File: src/cio_pkg.sv
// shared constants, types and helper functions for the channel-side tag controller
package cio_pkg;

    // ********************************************************
    // clock and timing
    // ********************************************************
    localparam int CLK_PERIOD_NS = 20;   // ref_clk period, 50 mhz
    localparam int OUT_LEAD_NS   = 100;  // outbound data ahead of its tag
    localparam int IN_SETTLE_NS  = 100;  // inbound data valid after its tag
    localparam int ADR_SETUP_NS  = 250;  // address and live ahead of address tag
    localparam int ADR_GAP_NS    = 250;  // address tag low time before a rise
    localparam int POLL_DLY_NS   = 400;  // address tag ahead of poll output

    // least times round up to whole cycles
    localparam int OUT_LEAD_CYC  = (OUT_LEAD_NS + CLK_PERIOD_NS - 1) / CLK_PERIOD_NS;
    localparam int IN_SETTLE_CYC = (IN_SETTLE_NS + CLK_PERIOD_NS - 1) / CLK_PERIOD_NS;
    localparam int ADR_SETUP_CYC = (ADR_SETUP_NS + CLK_PERIOD_NS - 1) / CLK_PERIOD_NS;
    localparam int ADR_GAP_CYC   = (ADR_GAP_NS + CLK_PERIOD_NS - 1) / CLK_PERIOD_NS;
    localparam int POLL_DLY_CYC  = (POLL_DLY_NS + CLK_PERIOD_NS - 1) / CLK_PERIOD_NS;

    localparam int CNT_W = 5;                               // delay counter width
    localparam logic [CNT_W-1:0] CNT_MAX = 5'h1f;           // counter saturation value

    // ********************************************************
    // data path
    // ********************************************************
    localparam int BYTE_W     = 8;    // information bits per lane
    localparam int FIFO_DEPTH = 32;   // outbound write data buffer depth
    localparam logic [8:0] BUS_IDLE = 9'h100;  // all-zero byte with odd parity

    // ********************************************************
    // pin and user bundles
    // ********************************************************
    typedef struct packed {
        logic [8:0] bus;       // outbound lane, bit 8 parity, bit 7 position 0
        logic       live;      // channel live line
        logic       adr;       // outbound address tag
        logic       cmd;       // outbound command tag
        logic       svc;       // outbound service tag
        logic       poll;      // selection poll output
        logic       hold;      // hold output
        logic       supp;      // status suppress line
    } cio_out_s;

    typedef struct packed {
        logic [8:0] bus;       // inbound lane, bit 8 parity
        logic       dev_sel;   // selected line
        logic       adr;       // inbound address tag
        logic       sta;       // inbound status tag
        logic       svc;       // inbound service tag
        logic       poll_ret;  // poll return
        logic       req;       // wired-or service request
    } cio_in_s;

    typedef struct packed {
        logic [7:0] addr;      // device address to select
        logic [7:0] cmd;       // command byte
        logic       write;     // 1: service bytes come from the fifo
    } cio_req_s;

    typedef enum logic [2:0] {
        EV_ADDR  = 3'h0,       // selected address echoed by the device
        EV_STAT  = 3'h1,       // status byte taken
        EV_READ  = 3'h2,       // read or sense byte taken
        EV_BUSY  = 3'h3,       // quick busy reply status
        EV_NODEV = 3'h4,       // poll returned, nobody answered
        EV_END   = 3'h5        // selected line dropped, sequence over
    } cio_evt_e;

    typedef struct packed {
        cio_evt_e   code;      // kind of event
        logic [7:0] data;      // byte taken from the inbound lane
        logic       perr;      // inbound byte had even parity
    } cio_evt_s;

    typedef enum logic [3:0] {
        ST_IDLE     = 4'h0,
        ST_ADR_SET  = 4'h1,
        ST_ADR_UP   = 4'h2,
        ST_POLL     = 4'h3,
        ST_SELECTED = 4'h4,
        ST_SETTLE   = 4'h5,
        ST_FETCH    = 4'h6,
        ST_LEAD     = 4'h7,
        ST_HOLD     = 4'h8,
        ST_QB_WAIT  = 4'h9
    } cio_state_e;

    // ********************************************************
    // helpers
    // ********************************************************
    // attach odd parity to a byte
    function automatic logic [8:0] cio_par(input logic [7:0] b);
        return {~(^b), b};
    endfunction : cio_par

    // saturating increment of a delay counter
    function automatic logic [CNT_W-1:0] cio_inc(input logic [CNT_W-1:0] c);
        return (c == CNT_MAX) ? c : c + 5'h01;
    endfunction : cio_inc

endpackage : cio_pkg

File: src/cio_fifo.sv
// flip-flop fifo with valid/ready on both sides
`timescale 1ns/10ps
`default_nettype none
module cio_fifo
    import cio_pkg::*;
#(
    parameter int W = BYTE_W,
    parameter int D = FIFO_DEPTH
) (
    input  wire logic         ref_clk,
    input  wire logic         sys_rst,
    input  wire logic [W-1:0] in_data,
    input  wire logic         in_valid,
    output var  logic         in_ready,
    output var  logic [W-1:0] out_data,
    output var  logic         out_valid,
    input  wire logic         out_ready
);
    localparam int AW = $clog2(D);

    // ********************************************************
    // storage and pointers
    // ********************************************************
    logic [W-1:0] mem_r [D];             // storage words
    logic [AW-1:0] wp_r, wp_nxt;         // write index
    logic [AW-1:0] rp_r, rp_nxt;         // read index
    logic [AW:0]   cnt_r, cnt_nxt;       // words held
    logic          rdy_r, rdy_nxt;       // registered not-full
    logic          push, pop;

    // next pointers and count
    always_comb begin
        push    = in_valid && rdy_r;
        pop     = out_ready && (cnt_r != '0);
        wp_nxt  = push ? AW'(wp_r + 1'b1) : wp_r;
        rp_nxt  = pop ? AW'(rp_r + 1'b1) : rp_r;
        cnt_nxt = AW'(0) + cnt_r + (AW+1)'(push) - (AW+1)'(pop);
        rdy_nxt = (cnt_nxt != (AW+1)'(D));
    end

    // register pointers and words
    always_ff @(posedge ref_clk) begin
        if (sys_rst) begin
            wp_r  <= '0;
            rp_r  <= '0;
            cnt_r <= '0;
            rdy_r <= 1'b0;
        end else begin
            wp_r  <= wp_nxt;
            rp_r  <= rp_nxt;
            cnt_r <= cnt_nxt;
            rdy_r <= rdy_nxt;
        end
        if (push) begin
            mem_r[wp_r] <= in_data;
        end
    end

    assign in_ready  = rdy_r;
    assign out_valid = (cnt_r != '0);
    assign out_data  = mem_r[rp_r];
endmodule : cio_fifo
`default_nettype wire

File: src/cio_chan_ctl.sv
// channel-side controller driving the byte-wide tagged i/o interface
`timescale 1ns/10ps
`default_nettype none
module cio_chan_ctl
    import cio_pkg::*;
(
    input  wire logic            ref_clk,
    input  wire logic            sys_rst,
    input  wire logic            live_en,
    input  wire logic            supp_en,
    input  wire cio_req_s        req,
    input  wire logic            req_valid,
    output var  logic            req_ready,
    input  wire logic            req_cancel,
    input  wire logic [7:0]      wr_data,
    input  wire logic            wr_valid,
    output var  logic            wr_ready,
    output var  cio_evt_s        evt,
    output var  logic            evt_valid,
    output var  logic            svc_req,
    input  wire cio_in_s         pin_in,
    output var  cio_out_s        pin_out
);
    // ********************************************************
    // declarations
    // ********************************************************
    cio_in_s    s1_r, si_r;               // two-stage pin synchroniser
    cio_state_e st_r, st_nxt;             // sequence state
    cio_out_s   po_r, po_nxt;             // registered pin outputs
    logic [CNT_W-1:0] cnt_r, cnt_nxt;     // delay down-counter
    logic [CNT_W-1:0] gap_r, gap_nxt;     // cycles address tag has been low
    logic [CNT_W-1:0] lv_r, lv_nxt;       // cycles live has been up
    logic [CNT_W-1:0] stab_r, stab_nxt;   // cycles outbound lane unchanged
    cio_evt_e   kind_r, kind_nxt;         // inbound tag being served
    logic       wr_r, wr_nxt;             // current sequence writes
    logic [7:0] cmd_r, cmd_nxt;           // command for this sequence
    cio_evt_s   evt_r, evt_nxt;           // event to user
    logic       ev_r, ev_nxt;             // event strobe
    logic       rdy_r, rdy_nxt;           // request acceptance
    logic       quiet;                    // selection lines all low
    logic [7:0] fifo_data;
    logic       fifo_valid, fifo_pop, fifo_in_ready;

    // ********************************************************
    // write data buffer
    // ********************************************************
    cio_fifo #(.W(BYTE_W), .D(FIFO_DEPTH)) u_fifo (
        .ref_clk   (ref_clk),
        .sys_rst   (sys_rst),
        .in_data   (wr_data),
        .in_valid  (wr_valid),
        .in_ready  (fifo_in_ready),
        .out_data  (fifo_data),
        .out_valid (fifo_valid),
        .out_ready (fifo_pop)
    );

    // ********************************************************
    // synchroniser
    // ********************************************************
    // two flops on pins
    always_ff @(posedge ref_clk) begin
        if (sys_rst) begin
            s1_r <= '0;
            si_r <= '0;
        end else begin
            s1_r <= pin_in;
            si_r <= s1_r;
        end
    end

    // ********************************************************
    // sequence engine
    // ********************************************************
    // next state, pins, counters and events
    always_comb begin
        st_nxt   = st_r;
        po_nxt   = po_r;
        cnt_nxt  = (cnt_r != '0) ? cnt_r - 5'h01 : cnt_r;
        kind_nxt = kind_r;
        wr_nxt   = wr_r;
        cmd_nxt  = cmd_r;
        evt_nxt  = evt_r;
        ev_nxt   = 1'b0;
        fifo_pop = 1'b0;
        quiet = !(si_r.dev_sel || si_r.poll_ret || si_r.sta || po_r.poll || po_r.hold);
        po_nxt.live = live_en;
        po_nxt.supp = supp_en;
        case (st_r)
            // wait for a selection request
            ST_IDLE: begin
                if (req_valid && rdy_r) begin
                    po_nxt.bus = cio_par(req.addr);
                    cmd_nxt    = req.cmd;
                    wr_nxt     = req.write;
                    cnt_nxt    = CNT_W'(ADR_SETUP_CYC);
                    st_nxt     = ST_ADR_SET;
                end
            end
            ST_ADR_SET: begin
                if (cnt_r == '0 && quiet && gap_r >= CNT_W'(ADR_GAP_CYC) &&
                    lv_r >= CNT_W'(ADR_SETUP_CYC)) begin
                    po_nxt.adr = 1'b1;
                    cnt_nxt    = CNT_W'(POLL_DLY_CYC);
                    st_nxt     = ST_ADR_UP;
                end
            end
            // address tag up, poll not yet raised
            ST_ADR_UP: begin
                if (req_cancel) begin
                    po_nxt.adr = 1'b0;
                    st_nxt     = ST_IDLE;
                end else if (cnt_r == '0) begin
                    po_nxt.poll = 1'b1;
                    po_nxt.hold = 1'b1;
                    st_nxt      = ST_POLL;
                end
            end
            ST_POLL: begin
                if (si_r.dev_sel) begin
                    // address tag drops before the command tag
                    po_nxt.adr  = 1'b0;
                    po_nxt.poll = 1'b0;
                    po_nxt.hold = 1'b0;
                    st_nxt      = ST_SELECTED;
                end else if (si_r.poll_ret) begin
                    po_nxt.adr  = 1'b0;
                    po_nxt.poll = 1'b0;
                    po_nxt.hold = 1'b0;
                    evt_nxt     = '{code: EV_NODEV, data: 8'h00, perr: 1'b0};
                    ev_nxt      = 1'b1;
                    st_nxt      = ST_IDLE;
                end else if (si_r.sta) begin
                    // quick busy: poll drops, address stays
                    po_nxt.poll = 1'b0;
                    po_nxt.hold = 1'b0;
                    kind_nxt    = EV_BUSY;
                    cnt_nxt     = CNT_W'(IN_SETTLE_CYC);
                    st_nxt      = ST_SETTLE;
                end
            end
            // selected: serve inbound tags until deselect
            ST_SELECTED: begin
                cnt_nxt = CNT_W'(IN_SETTLE_CYC);
                if (!si_r.dev_sel) begin
                    evt_nxt = '{code: EV_END, data: 8'h00, perr: 1'b0};
                    ev_nxt  = 1'b1;
                    st_nxt  = ST_IDLE;
                end else if (si_r.adr) begin
                    kind_nxt = EV_ADDR;
                    st_nxt   = ST_SETTLE;
                end else if (si_r.sta) begin
                    kind_nxt = EV_STAT;
                    st_nxt   = ST_SETTLE;
                end else if (si_r.svc) begin
                    kind_nxt = EV_READ;
                    st_nxt   = ST_SETTLE;
                end
            end
            // let inbound lane settle, then take it
            ST_SETTLE: begin
                if (cnt_r == '0) begin
                    evt_nxt = '{code: kind_r, data: si_r.bus[7:0], perr: ~(^si_r.bus)};
                    ev_nxt  = !(kind_r == EV_READ && wr_r);
                    cnt_nxt = CNT_W'(OUT_LEAD_CYC);
                    if (kind_r == EV_BUSY) begin
                        st_nxt = ST_QB_WAIT;
                    end else if (kind_r == EV_ADDR) begin
                        po_nxt.bus = cio_par(cmd_r);
                        st_nxt     = ST_LEAD;
                    end else if (kind_r == EV_READ && wr_r) begin
                        st_nxt = ST_FETCH;
                    end else begin
                        po_nxt.bus = BUS_IDLE;
                        st_nxt     = ST_LEAD;
                    end
                end
            end
            // write data: stall until the buffer has a byte
            ST_FETCH: begin
                cnt_nxt = CNT_W'(OUT_LEAD_CYC);
                if (fifo_valid) begin
                    fifo_pop   = 1'b1;
                    po_nxt.bus = cio_par(fifo_data);
                    st_nxt     = ST_LEAD;
                end
            end
            ST_LEAD: begin
                if (cnt_r == '0) begin
                    po_nxt.cmd = (kind_r == EV_ADDR);
                    po_nxt.svc = (kind_r != EV_ADDR);
                    st_nxt     = ST_HOLD;
                end
            end
            // hold lane until inbound tag falls
            ST_HOLD: begin
                if ((kind_r == EV_ADDR && !si_r.adr) || (kind_r == EV_STAT && !si_r.sta) ||
                    (kind_r == EV_READ && !si_r.svc)) begin
                    po_nxt.cmd = 1'b0;
                    po_nxt.svc = 1'b0;
                    st_nxt     = ST_SELECTED;
                end
            end
            // quick busy: address until status falls
            ST_QB_WAIT: begin
                if (!si_r.sta) begin
                    po_nxt.adr = 1'b0;
                    st_nxt     = ST_IDLE;
                end
            end
            default: begin
                st_nxt = ST_IDLE;
            end
        endcase
        if (!live_en) begin
            po_nxt     = '{bus: BUS_IDLE, supp: supp_en, default: 1'b0};
            st_nxt     = ST_IDLE;
            fifo_pop   = 1'b0;
        end
        gap_nxt  = po_nxt.adr ? '0 : cio_inc(gap_r);
        lv_nxt   = po_nxt.live ? cio_inc(lv_r) : '0;
        stab_nxt = (po_nxt.bus != po_r.bus) ? '0 : cio_inc(stab_r);
        rdy_nxt  = (st_nxt == ST_IDLE) && live_en && !(req_valid && rdy_r);
    end

    // register the sequence group
    always_ff @(posedge ref_clk) begin
        if (sys_rst) begin
            st_r   <= ST_IDLE;
            po_r   <= '{bus: BUS_IDLE, default: 1'b0};
            cnt_r  <= '0;
            gap_r  <= '0;
            lv_r   <= '0;
            stab_r <= '0;
            kind_r <= EV_ADDR;
            wr_r   <= 1'b0;
            cmd_r  <= 8'h00;
            evt_r  <= '{code: EV_ADDR, data: 8'h00, perr: 1'b0};
            ev_r   <= 1'b0;
            rdy_r  <= 1'b0;
        end else begin
            st_r   <= st_nxt;
            po_r   <= po_nxt;
            cnt_r  <= cnt_nxt;
            gap_r  <= gap_nxt;
            lv_r   <= lv_nxt;
            stab_r <= stab_nxt;
            kind_r <= kind_nxt;
            wr_r   <= wr_nxt;
            cmd_r  <= cmd_nxt;
            evt_r  <= evt_nxt;
            ev_r   <= ev_nxt;
            rdy_r  <= rdy_nxt;
        end
    end

    assign pin_out   = po_r;
    assign req_ready = rdy_r;
    assign evt       = evt_r;
    assign evt_valid = ev_r;
    assign svc_req   = si_r.req;
    assign wr_ready  = fifo_in_ready;
endmodule : cio_chan_ctl
`default_nettype wire

File: config.mk
export PLATFORM = sky130hd
export DESIGN_NAME = cio_chan_ctl
export DESIGN_NICKNAME = d
export VERILOG_FILES = /design/src/cio_pkg.sv /design/src/cio_fifo.sv /design/src/cio_chan_ctl.sv
export SDC_FILE = /design/constraint.sdc
export NUM_CORES = 1
export LEC_CHECK = 0
export BUFFER_PORTS_ARGS = -buffer_cell sky130_fd_sc_hd__buf_2
export CAP_MARGIN = 40
export CORE_MARGIN = 10
export CORE_UTILIZATION = 39
export CTS_CLUSTER_DIAMETER = 120
export DETAILED_ROUTE_END_ITERATION = 16
export PLACE_DENSITY = 0.57
export RECOVER_POWER = 50
export REMOVE_ABC_BUFFERS = 1
export SYNTH_ARGS = -nofsm -noshare
export SYNTH_HDL_FRONTEND = slang
export SYNTH_SLANG_ARGS = --single-unit
File: constraint.sdc
create_clock -name ref_clk -period 2.95 [get_ports ref_clk]
set_input_delay 0.4425 -clock ref_clk [delete_from_list [all_inputs] [get_ports ref_clk]]
set_output_delay 0.4425 -clock ref_clk [all_outputs]
set_load 0.005 [all_outputs]
Word level (Yosys, flattened, before mapping). Memory sizes are Yosys's and may differ from the RTL's. A register that Yosys moved wholly into a read port is not among the register bits. Index checks and enable logic that the tools add are counted.

Register bits: 108. RAM bits: 256. Input port bits: 47. Output and inout port bits: 32. Memories: 1.

$add $sub $neg: 7. Magnitude comparators: 2. Equality and inequality tests: 32. Muxes and demuxes: 77. Bitwise logic cells: 6. Reduce and logical (&&, ||, !) cells: 50.

Memories: u_fifo.mem_r (depth 32, width 8, rd ports 1, clocked after memory_dff 1, wr ports 1, line cio_fifo.sv:24) `logic [W-1:0] mem_r [D];`.

Operators by type and width (count): $mux 4 (18); $mux 9 (6); $mux 12 (4); $mux 5 (9); $pmux 4 s10 (1); $pmux 12 s3 (1); $ne 2x2->1 const B (14); $pmux 9 s3 (1); $pmux 5 s5 (1); $reduce_xor 8->1 (3); $mux 3 (7); $add 5x1->5 const B (4); $eq 4x3->1 const B (4); $mux 1 (16); $mux 2 (7); $logic_and 1x1->1 (12); $reduce_and 6->1 (2); $eq 5x5->1 const B (2); $ge 5x4->1 const B (2); $reduce_bool 3->1 (3); $reduce_xor 9->1 (1); $eq 4x2->1 const B (2); $eq 4x4->1 const B (2); $logic_not 4->1 (2); other kinds (27) (50).

Longest topological paths before layout. Gate-level depths: netlist of run 1.

Depth in word-level cells: 14. Gate-level depth with buffers: 17.

By module. Synthesis of run 1 repeated with hierarchy kept, for this count alone.

Cell total of the unflattened synthesis: 1077. Area, all modules: 15270.9 um2.

By module, submodules not included: cio_fifo (instances 1, cells each 618, area each 11066.9 um2); cio_chan_ctl (instances 1, cells each 459, area each 4204.0 um2).

Least setup slack after synthesis of run 1. OpenSTA, ideal clock, no wires.

Path type: flip-flop to flip-flop. From: register st_r[2]. To: register u_fifo.rdy_r (netlist: u_fifo.in_ready). Library setup time: 0.133 ns. Arrival time: 2.847 ns. Data required time: 2.817 ns. Slack: -0.029 ns. Cell stages (with the launch flop): 18. Clock period less this slack: 2.979 ns. Cell sequence: dfxtp_1 -> clkbuf_1 -> nand2b_1 -> nor3_1 -> o31a_1 -> and2_1 -> clkbuf_1 -> ha_1 -> inv_1 -> ha_1 -> inv_1 -> fa_1 -> inv_1 -> a21oi_1 -> nor2_1 -> nor2_1 -> xor2_1 -> a31oi_1.

Longest elaborated chain between the ends: 6.

Ends and longest elaborated chain: start: declaration (line cio_chan_ctl.sv:28) `cio_state_e st_r, st_nxt;`; start signal: assignment (line cio_chan_ctl.sv:242) `st_r <= st_nxt;`; $eq 4x3->1 (line cio_chan_ctl.sv:89) `case (st_r)`; $mux 1 (line cio_chan_ctl.sv:89); $mux 1 (line cio_chan_ctl.sv:215) `if (!live_en) begin`; $logic_and 1x1->1 (line cio_fifo.sv:34) `pop = out_ready && (cnt_r != '0);`; $sub 6x1->6 (line cio_fifo.sv:37) `cnt_nxt = AW'(0) + cnt_r + (AW+1)'(push) - (AW+1)'(pop);`; $ne 6x6->1 (line cio_fifo.sv:38) `rdy_nxt = (cnt_nxt != (AW+1)'(D));`; end signal: assignment (line cio_fifo.sv:52) `rdy_r <= rdy_nxt;`; end: declaration (line cio_fifo.sv:28) `logic rdy_r, rdy_nxt;`.

No other way between the ends. A chain may end at the register's enable or synchronous reset.

==> summary.md, run 1 <==
| Metric | Value |
|---|---|
| Row cnt | `71` |
| Vert. Die Dim | `about 220 µm` |
| First drt pass iteration count | `5` |
| Layout Skew | `0.02909 ns` |
| Largest net degree at the start of global routing | `85` |
| Starting DRT DRC Count | `915` |
| Final Hold Viols | `0` |
| Count of cell types in the netlist | `73` |
| CTS Buf Count | `39` |
| Final worst slack | `0.2353 ns` |
| DR WL met3 | `around 2200 µm` |
| Core ar. | `about 0.038 mm²` |
| Worst slew pin tran | `1.605 ns` |
| Clock Pin Slew Worst Setup and Hold Paths | `0.06 ns` |
| Synthesis-to-finish area growth | `16.13%` |
| CTS max path bufs | `3` |
| Primary FF master, synth | `edfxtp_1` |
| Yosys Warn Count | `0` |
| ANT cells | `0` |
| Number of global-route vias before repair | `slightly below 9000` |
| Register share of total power | `between 50% and 60%` |
| Comb pwr share | `8.9%` |
| Routed Wire Length | `33950 µm` |
| Worst VDD drop | `roughly 0.34 mV` |
| Crit path DAT | `3.15 ns` |
| DP Wirelength | `between 20000 and 25000 µm` |
| Worst Path Class, Setup | `flip-flop to flip-flop` |
| Cell Chain, Critical Path | `or3b_2 -> o22ai_1 -> nor2_1 -> a211o_1 -> a211o_1 -> and3b_1 -> mux2i_1 -> nand3_1` |
| Antenna violations before repair | `1` |
| First-pass GRT wire length | `approximately 53000 µm` |
| CTS tree | `built` |
| Share of post-route cells with drive strength above 1 | `20.49%` |
| Congestion Overflow GR | `0` |
| Failing checks | `max-capacitance violations, max-slew violations` |
| Met2 WL | `15930 µm` |
| Final cell count without fillers | `1697` |
| DR vias | `8862` |
| CP Max Fanout | `14` |
| Routed Antenna Nets | `0` |
| FF+latch count, synth | `about 370` |
| Initial core utilization | `39.74%` |
| Highest metal used | `met4` |
| CP max-delay cell | `or3b_2` |
| Startpoint Class | `flip-flop` |
| Pins Over Slew Limit | `99` |
| Worst Hold Class | `input port to flip-flop` |
| CP dominant cell by count | `a211o_1` |
| Die ar. | `0.04692 mm²` |
| Setup WS pre-CTS | `0.1377 ns` |
| Drt wl/cell | `around 20 µm` |
| RSZ-0062 raised after global routing | `no` |
| Status | `finished, violations left` |
| # DRC | `0` |
| Async SR Flop Fraction | `0%` |
| Placed cell count | `1626` |
| Post-CTS Hold Buffers | `0` |
| Cells after Synth | `slightly above 1000` |
| Max_cap viols | `3` |
| Skew-Pair Late Insertion Delay | `about 0.57 ns` |
| Worst Path Required | `3.38 ns` |
| PD cells | `roughly 640 mW/mm²` |
| Syn_area_per_cell | `14.65 µm²` |
| M1 wire length | `approximately 15000 µm` |
| Final #Nets | `1226` |
| Reg2Reg Depth | `8` |
| Clock power share | `40.4%` |
| CP Capture Type | `flip-flop` |
| Port bufs | `78` |
| Die W | `around 220 µm` |
| Fin util | `46.16%` |
| Leak pwr | `5.901 nW` |
| Clk root buf | `clkbuf_16` |
| Power Total | `11.26 mW` |
| Fin crit share | `a little over 90%` |
| Sw Pwr | `2.634 mW` |
| Min cycle time layout | `2.715 ns` |
| Worst hold margin | `0.08029 ns` |
| Slew HR | `-7.012%` |
| Post-synth EDFFs | `256` |
| P_int | `8.630 mW` |
| CTS H-tree depth | `2` |
| Post-Syn Area | `0.01508 mm²` |
| Gr usage total | `14.41%` |
| Fmax | `368.4 MHz` |
| Crit path largest cell delay | `about 0.60 ns` |
| Worst Hold Path Cells | `2` |
| Sw frac | `23.39%` |
| Io pins | `approximately 80` |
| Vias per Instance | `between 5 and 6` |
| Fillcell total | `about 3300` |
| Routability cong. | `about 0.87` |
| Final setup vio count | `0` |
| Clock Sink Count | `367` |
| Sequential area share after synthesis | `between 60% and 70%` |
-- through the flow --
stage | cell area, µm² | TNS (ns)
finish | 17510 | 0
global route | 17510 | 0
CTS | 17530 | 0
detailed placement | 16350 | 0
global placement | 16350 | 0
floorplan | 14790 | -9.525
-- layout by cell type (no fill, tap or decap), types with 9 or more instances in the layout --
master,count
a211oi_1,10
a21oi_1,30
buf_2,42
buf_4,54
clkbuf_1,50
clkbuf_16,39
dfxtp_1,109
edfxtp_1,256
ha_1,21
inv_1,24
mux2i_1,29
mux4_2,60
nand2_1,56
nand3_1,20
nor2_1,110
nor2b_1,43
nor3_1,14
o21ai_0,13
o22ai_1,9
xnor2_1,27
xor2_1,17
-- routing by layer --
| layer | up-vias | GRT usage [%] |
|---|---|---|
| met4 | 0 | 3.985 |
| met1 | 4397 | 19.33 |
| met3 | 60 | 3.482 |
| li1 | 4145 | - |
| met2 | 260 | 22.89 |
| met5 | - | 0 |
-- final timing paths --
path | slack [ns] | start | to
worst max-delay path | 0.24 | flip-flop | pin_out[15]
worst min register to register | 0.41 | s1_r[4] | si_r[4]
worst min-delay path | 0.08 | pin_in[13] | s1_r[13]
worst max register to register | 0.24 | flip-flop | pin_out[15]
-- cells by family (layout without fill, tap and decap cells) --
logic type / after synthesis / in the layout / synth area share, %
buffers and inverters: 77 / 234 / 2.565
adder cells (fa/ha/maj): 22 / 22 / 1.876
AO/OA/AOI/OAI: 130 / 130 / 6.341
XOR/XNOR: 45 / 45 / 2.664
AND/OR/NAND/NOR: 298 / 298 / 9.860
flip-flops: 367 / 367 / 65.73
multiplexers: 90 / 90 / 10.96
-- power by group through the flow --
stage                     clock (mW)  sequential (mW)  combinational [mW]
final                           4.55             5.71                1.01
after global routing            4.92             5.72                1.13
after CTS                       4.69             5.70                1.02
after detailed placement           0             5.81                1.01
after global placement             0             5.81               0.996
after floorplan                    0             5.80               0.669
-- layout make-up --
type,instances,area (µm²),area share [%]
clock inverters,16,135.1,0.7718
inverters,25,96.34,0.5503
well taps,511,639.4,3.652
multi-input cells,585,4802,27.43
clock buffers,54,1046,5.974
repair buffers,139,874.6,4.995
flip-flops and latches,367,9915,56.63
-- flip-flops by register name (all words and copies together) (netlist names), named ones only --
name and flops:
gap_r 5, cnt_r 5, si_r 14, req_ready 1
u_fifo.in_ready 1, kind_r 2, wr_r 1, st_r 4
u_fifo.cnt_r 6, cmd_r 8, pin_out 15, u_fifo.wp_r 5
s1_r 15, u_fifo.rp_r 5, svc_req 1, evt 12
lv_r 5, evt_valid 1, u_fifo.mem_r 256
-- synthesized netlist by cell type, types with 3 or more instances --
cell      count  area share [%]
o211ai_1      5            0.25
clkbuf_1     28            0.70
mux2i_1      29             1.9
o21ai_0      13            0.43
o21bai_1      5            0.25
and2_1        7            0.29
buf_4         4            0.20
ha_1         21             1.7
mux4_2       60             9.0
or3_1         8            0.33
o31ai_1       3            0.15
buf_2         7            0.23
xnor2_1      27             1.6
buf_6         3            0.22
buf_12        3            0.40
nand2b_1      3            0.12
a21oi_1      31             1.0
o221ai_1      4            0.23
a31oi_1       6            0.25
nand4b_1      3            0.17
a32o_1        4            0.27
nor2_1      110             2.7
buf_1         7            0.17
a221oi_1      4            0.23
nor3_1       15            0.50
inv_1        24            0.60
a311oi_1      3            0.17
o22ai_1       9            0.37
or3b_2        5            0.29
nand3b_1      5            0.25
nand3_1      20            0.66
dfxtp_1     111              15
nor2b_1      43             1.8
xor2_1       17            0.99
a222oi_1      6            0.40
nand4_1       4            0.17
o22a_1        4            0.23
edfxtp_1    256              51
a211oi_1     10            0.50
nand2_1      56             1.4
a221oi_2      3            0.30
-- critical path, delay by kind of cell, from the launching register on --
family | cells | cell delay [ns]
mux | 1 | 0.13
compound gates | 3 | 0.95
flops | 1 | 0.51
simple gates | 4 | 0.99
-- repair_timing --
item	CTS	global route
buffers inserted	0	1
setup endpoints to repair	0	3
gates resized for setup	0	6
Note: power is estimated with default switching activity, not from simulation.
==> run 2, diff against run 1 <==
PLACE_DENSITY = 0.55   (was 0.57)
clock period = 3.1 ns   (was 2.95 ns; I/O delays follow)
==> summary.md, run 2 (synthesized netlist as in run 1, its figures left out) <==
| Metric | Value |
|---|---|
| CTS Buf Count | `39 (unchanged)` |
| Congestion Overflow GR | `0 (unchanged)` |
| Crit path largest cell delay | `0.43 ns (was 0.60 ns)` |
| Status | `finished, violations left (unchanged)` |
| CP Max Fanout | `5 (was 14)` |
| Clock Pin Slew Worst Setup and Hold Paths | `0.06 ns (about the same)` |
| Antenna violations before repair | `0 (was 1)` |
| Worst Path Required | `3.51 ns (was 3.38 ns)` |
| Max reg flops | `256 (unchanged)` |
| Placed cell count | `1619 (was 1626)` |
| Starting DRT DRC Count | `723 (was 915)` |
| Max_cap viols | `7 (was 3)` |
| First-pass GRT wire length | `53110 µm (was 52820 µm)` |
| Postcts setup bufs | `0 (unchanged)` |
| Routed Antenna Nets | `0 (unchanged)` |
| Routed Wire Length | `34370 µm (was 33950 µm)` |
| Worst slew pin tran | `1.733 ns (was 1.605 ns)` |
| RSZ-0062 raised after global routing | `no (unchanged)` |
| Vias per Instance | `5.218 (was 5.222)` |
| WP buf/inv | `3 (was 0)` |
| Area of the multi-input gates | `0.004780 mm² (was 0.004802 mm²)` |
| Layout Skew | `0.02729 ns (was 0.02909 ns)` |
| Share of post-route cells with drive strength above 1 | `19.69% (was 20.49%)` |
| Startpoint Class | `flip-flop (unchanged)` |
| Final Hold Viols | `0 (unchanged)` |
| Failing checks | `max-capacitance violations, max-slew violations (unchanged)` |
| Port bufs | `78 (unchanged)` |
| Largest net degree at the start of global routing | `85 (unchanged)` |
| Leak pwr | `5.868 nW (was 5.901 nW)` |
| DR vias | `8814 (was 8862)` |
| Fmax | `356.1 MHz (was 368.4 MHz)` |
| CP delay by family, top | `adder cells (was simple AND/OR/NAND/NOR gates)` |
| Io pins | `79 (unchanged)` |
| Met1 usage | `20.20% (was 19.33%)` |
| Fillcell total | `3378 (was 3349)` |
| CP Capture Type | `flip-flop (unchanged)` |
| FF/Latch Area | `0.009915 mm² (unchanged)` |
| Clock Sink Count | `367 (unchanged)` |
| Worst VDD drop | `0.2951 mV (was 0.3385 mV)` |
| Setup WS pre-CTS | `0.2942 ns (was 0.1377 ns)` |
| # DRC | `0 (unchanged)` |
| Pins Over Slew Limit | `231 (was 99)` |
| Grt met2 use | `22.67% (was 22.89%)` |
| Die ar. | `0.04692 mm² (unchanged)` |
| Final setup vio count | `0 (unchanged)` |
| Die W | `216.6 µm (unchanged)` |
| Final cell count without fillers | `1689 (was 1697)` |
| Synthesis-to-finish area growth | `15.78% (was 16.13%)` |
| Routability cong. | `0.8847 (was 0.8706)` |
| Final worst slack | `0.2918 ns (was 0.2353 ns)` |
| First drt pass iteration count | `5 (unchanged)` |
| Most common cell after layout, fill and taps aside | `edfxtp_1 (unchanged)` |
| Gr usage total | `14.56% (was 14.41%)` |
| Area post-placement | `0.01628 mm² (was 0.01635 mm²)` |
| Crit path DAT | `3.22 ns (was 3.15 ns)` |
| Row cnt | `71 (unchanged)` |
| PD cells | `621.4 mW/mm² (was 643.4 mW/mm²)` |
| CTS-repair resized insts | `0 (unchanged)` |
| ANT cells | `0 (unchanged)` |
| Power Total | `10.85 mW (was 11.26 mW)` |
| Skew-Pair Late Insertion Delay | `0.56 ns (was 0.57 ns)` |
| Final #Nets | `1218 (was 1226)` |
| Initial core utilization | `39.74% (unchanged)` |
| Worst Hold Class | `input port to flip-flop (unchanged)` |
| Most Used Layer, Global Route | `met2 (unchanged)` |
| Top reg by flops | `u_fifo.mem_r (unchanged)` |
| Cell Chain, Critical Path | `nand2b_1 -> nor3_1 -> o31a_1 -> and2_1 -> ha_1 -> inv_1 -> ha_1 -> inv_1 -> fa_1 -> inv_1 -> a21oi_1 -> nor2_1 -> nor2_1 -> xor2_1 -> a31oi_1 (was or3b_2 -> o22ai_1 -> nor2_1 -> a211o_1 -> a211o_1 -> and3b_1 -> mux2i_1 -> nand3_1)` |
| CP dominant cell by count | `inv_1 (was a211o_1)` |
| Met3 usage | `2.939% (was 3.482%)` |
| Drt wl/cell | `20.35 µm (was 20.00 µm)` |
| CTS max path bufs | `3 (unchanged)` |
| Post-CTS Hold Buffers | `0 (unchanged)` |
| Worst Path Class, Setup | `flip-flop to flip-flop (unchanged)` |
| CP max-delay cell | `fa_1 (was or3b_2)` |
| Post-Layout Inst Area | `0.01745 mm² (was 0.01751 mm²)` |
| CTS tree | `built (unchanged)` |
| Most frequent cells in the layout | `256 x edfxtp_1, 110 x nor2_1, 109 x dfxtp_1 (unchanged)` |
| CTS H-tree depth | `2 (unchanged)` |
| Min cycle time layout | `2.808 ns (was 2.715 ns)` |
| Core ar. | `0.03793 mm² (unchanged)` |
| DP Wirelength | `22330 µm (was 22540 µm)` |
| Slew HR | `-15.51% (was -7.012%)` |
| Fin crit share | `90.59% (was 92.02%)` |
| Number of global-route vias before repair | `8828 (was 8925)` |
| Vert. Die Dim | `216.6 µm (unchanged)` |
| Clk root buf | `clkbuf_16 (unchanged)` |
## run 2: worst reg2reg max path, cell delays in order, from the launching register on
cell and delay, ns:
dfxtp_1 0.30, nand2b_1 0.20, nor3_1 0.27, o31a_1 0.24, and2_1 0.18, ha_1 0.24, inv_1 0.06, ha_1 0.15
inv_1 0.07, fa_1 0.43, inv_1 0.07, a21oi_1 0.06, nor2_1 0.08, nor2_1 0.05, xor2_1 0.19, a31oi_1 0.10
## run 2: through the flow
step	hold WS [ns]	utilization, %	TNS, ns
2_1_floorplan	0.4138	-	-7.292
3_3_place_gp	0.4164	42.92	0
3_5_place_dp	0.4218	42.92	0
4_1_cts	0.1021	46.15	0
5_1_grt	0.1356	46.01	0
6_report	0.1316	46.01	0
## run 2: worst paths after layout
kind / startpoint / endpoint / slack, ns / depth (start not counted)
max: st_r[3] / u_fifo.in_ready / 0.29 / 15
min: pin_in[0] / s1_r[0] / 0.13 / 2
max reg2reg: st_r[3] / u_fifo.in_ready / 0.29 / 15
min reg2reg: s1_r[7] / si_r[7] / 0.43 / 1
## run 2: layer usage
layer | vias to the layer above | share of wire (%)
met1 | 4404 | 46
met2 | 231 | 47
met3 | 50 | 5.9
li1 | 4129 | -
met5 | - | 0
met4 | 0 | 2.0
## run 2: cell type report
type / count / share of cell area [%]
multi-input combinational: 585 / 27.38
timing repair buffer: 131 / 4.573
clock inverter: 16 / 0.8530
inverter: 25 / 0.5520
tap: 511 / 3.663
clock buffer: 54 / 6.172
sequential: 367 / 56.80
## run 2: where the power goes
group	switching [mW]	internal, mW
registers	0.0667	5.36
logic	0.573	0.387
clock network	1.85	2.60
==> run 3, diff against run 2 <==
==> constraint.sdc (replaced) <==
create_clock -name ref_clk -period 3.1 [get_ports ref_clk]
set_input_delay 0.155 -clock ref_clk [delete_from_list [all_inputs] [get_ports ref_clk]]
set_output_delay 0.155 -clock ref_clk [all_outputs]
set_load 0.005 [all_outputs]
==> summary.md, run 3 (synthesized netlist as in run 1, its figures left out) <==
| Metric | Value |
|---|---|
| Pins Over Slew Limit | `132 (was 231)` |
| Final worst slack | `0.3300 ns (was 0.2918 ns)` |
| Status | `finished, violations left (unchanged)` |
| Met3 usage | `3.538% (was 2.939%)` |
| DR vias | `8990 (was 8814)` |
| ANT cells | `0 (unchanged)` |
| Routed Wire Length | `34820 µm (was 34370 µm)` |
| Leak pwr | `6.050 nW (was 5.868 nW)` |
| Fin util | `47.00% (was 46.01%)` |
| Final #Nets | `1256 (was 1218)` |
| Area post-placement | `0.01628 mm² (about the same)` |
| Worst Hold Class | `input port to flip-flop (unchanged)` |
| Fillcell total | `3354 (was 3378)` |
| Initial core utilization | `39.74% (unchanged)` |
| Power Total | `10.94 mW (was 10.85 mW)` |
| Cell Chain, Critical Path | `buf_4 -> mux4_2 -> mux2i_1 -> a32o_1 -> a41oi_1 -> xnor2_1 -> xnor2_2 -> mux2i_1 -> nand3_1 (was nand2b_1 -> nor3_1 -> o31a_1 -> and2_1 -> ha_1 -> inv_1 -> ha_1 -> inv_1 -> fa_1 -> inv_1 -> a21oi_1 -> nor2_1 -> nor2_1 -> xor2_1 -> a31oi_1)` |
| R2R setup slack | `0.33 ns (was 0.29 ns)` |
| First drt pass iteration count | `5 (unchanged)` |
| # DRC | `0 (unchanged)` |
| Clock Sink Count | `367 (unchanged)` |
| Worst hold margin | `0.03881 ns (was 0.1316 ns)` |
| Crit path largest cell delay | `0.58 ns (was 0.43 ns)` |
| Starting DRT DRC Count | `651 (was 723)` |
| Reg2Reg Depth | `9 (was 15)` |
| Final cell count without fillers | `1728 (was 1689)` |
| Top reg by flops | `u_fifo.mem_r (unchanged)` |
| Placed cell count | `1621 (was 1619)` |
| PD cells | `613.8 mW/mm² (was 621.4 mW/mm²)` |
| Vias per Instance | `5.203 (was 5.218)` |
| Met1 usage | `20.02% (was 20.20%)` |
| Congestion Overflow GR | `0 (unchanged)` |
| CTS max path bufs | `3 (unchanged)` |
| CP dominant cell by count | `mux2i_1 (was inv_1)` |
| Fin crit share | `89.35% (was 90.59%)` |
| Number of global-route vias before repair | `8991 (was 8828)` |
| Setup WS pre-CTS | `0.2923 ns (was 0.2942 ns)` |
| Final Hold Viols | `0 (unchanged)` |
| Max reg flops | `256 (unchanged)` |
| Most common cell after layout, fill and taps aside | `edfxtp_1 (unchanged)` |
| Grt met2 use | `22.84% (was 22.67%)` |
| Clk root buf | `clkbuf_16 (unchanged)` |
| Most Used Layer, Global Route | `met2 (unchanged)` |
| Worst Hold Path Cells | `3 (was 2)` |
| Final setup vio count | `0 (unchanged)` |
| Antenna violations before repair | `0 (unchanged)` |
| Clock Pin Slew Worst Setup and Hold Paths | `0.06 ns (about the same)` |
| Slew HR | `-11.57% (was -15.51%)` |
| Die ar. | `0.04692 mm² (unchanged)` |
| Levels on crit path | `9 (was 15)` |
| Core ar. | `0.03793 mm² (unchanged)` |
| CP max-delay cell | `mux4_2 (was fa_1)` |
| Failing checks | `max-capacitance violations, max-slew violations (unchanged)` |
| DP Wirelength | `22420 µm (was 22330 µm)` |
| Crit path DAT | `3.21 ns (was 3.22 ns)` |
| Skew-Pair Late Insertion Delay | `0.56 ns (about the same)` |
| Largest net degree at the start of global routing | `73 (was 85)` |
| Routability cong. | `0.8936 (was 0.8847)` |
| Max_cap viols | `5 (was 7)` |
| Vert. Die Dim | `216.6 µm (unchanged)` |
| CTS Buf Count | `40 (was 39)` |
| WP buf/inv | `1 (was 3)` |
| Most frequent cells in the layout | `256 x edfxtp_1, 110 x nor2_1, 109 x dfxtp_1 (unchanged)` |
| First-pass GRT wire length | `54030 µm (was 53110 µm)` |
| Min cycle time layout | `2.770 ns (was 2.808 ns)` |
| Worst slew pin tran | `1.674 ns (was 1.733 ns)` |
| Worst VDD drop | `0.3785 mV (was 0.2951 mV)` |
| Port bufs | `78 (unchanged)` |
| Die W | `216.6 µm (unchanged)` |
| Gr usage total | `14.70% (was 14.56%)` |
| Share of post-route cells with drive strength above 1 | `19.39% (was 19.69%)` |
| CP delay by family, top | `multiplexers (was adder cells)` |
| Routed Antenna Nets | `0 (unchanged)` |
| CP Capture Type | `flip-flop (unchanged)` |
| Row cnt | `71 (unchanged)` |
| Startpoint Class | `flip-flop (unchanged)` |
| Synthesis-to-finish area growth | `18.27% (was 15.78%)` |
| CP Max Fanout | `16 (was 5)` |
| Fmax | `361.0 MHz (was 356.1 MHz)` |
| Io pins | `79 (unchanged)` |
| Sum of negative setup slack | `0 ns (unchanged)` |
| Worst Path Required | `3.54 ns (was 3.51 ns)` |
| CTS H-tree depth | `2 (unchanged)` |
| RSZ-0062 raised after global routing | `no (unchanged)` |
| Post-Layout Inst Area | `0.01783 mm² (was 0.01745 mm²)` |
| Layout Skew | `0.01810 ns (was 0.02729 ns)` |
| CTS tree | `built (unchanged)` |
| Worst Path Class, Setup | `flip-flop to flip-flop (unchanged)` |
| Drt wl/cell | `20.15 µm (was 20.35 µm)` |
run 3: worst paths after layout:
check,start,to
setup reg to reg,flip-flop,pin_out[15]
hold / removal,req[11],pin_out[9]
hold reg to reg,s1_r[11],si_r[11]
setup / recovery,flip-flop,pin_out[15]
run 3: final cells by class:
type / instances / area (µm²) / area share (%)
Tap cell: 511 / 639.4 / 3.586
Clock inverter: 7 / 78.83 / 0.4421
Inverter: 25 / 96.34 / 0.5404
Sequential cell: 367 / 9915 / 55.61
Timing Repair Buffer: 168 / 1147 / 6.435
Clock buffer: 65 / 1166 / 6.540
Multi-Input combinational cell: 585 / 4787 / 26.85
run 3: per-layer routing:
layer  routed length (µm)  share of wire [%]
met1                16030                 46
met2                16010                 46
met3                 2019                5.8
met4                  761                2.2
met5                    0                  0
run 3: report_power, final:
part / internal [mW] / switching, mW / total [mW] / leakage, nW
logic: 0.411 / 0.575 / 0.986 / 2.23
clock network: 2.66 / 1.87 / 4.52 / 0.609
registers: 5.36 / 0.0695 / 5.43 / 3.21
total: 8.43 / 2.51 / 10.9 / 6.05
run 3: repair_timing:
item / CTS / global route
endpoints found under the setup margin: 0 / 1
buffers inserted: 0 / 0
hold buffers: 35 / 0
hold endpoints to repair: 30 / 0
resized for setup: 0 / 2
run 3: worst reg2reg max path, cell delays in order (launching register included):
cell,delay [ns]
dfxtp_2,0.35
buf_4,0.32
mux4_2,0.59
mux2i_1,0.18
a32o_1,0.30
a41oi_1,0.14
xnor2_1,0.33
xnor2_2,0.15
mux2i_1,0.20
nand3_1,0.08
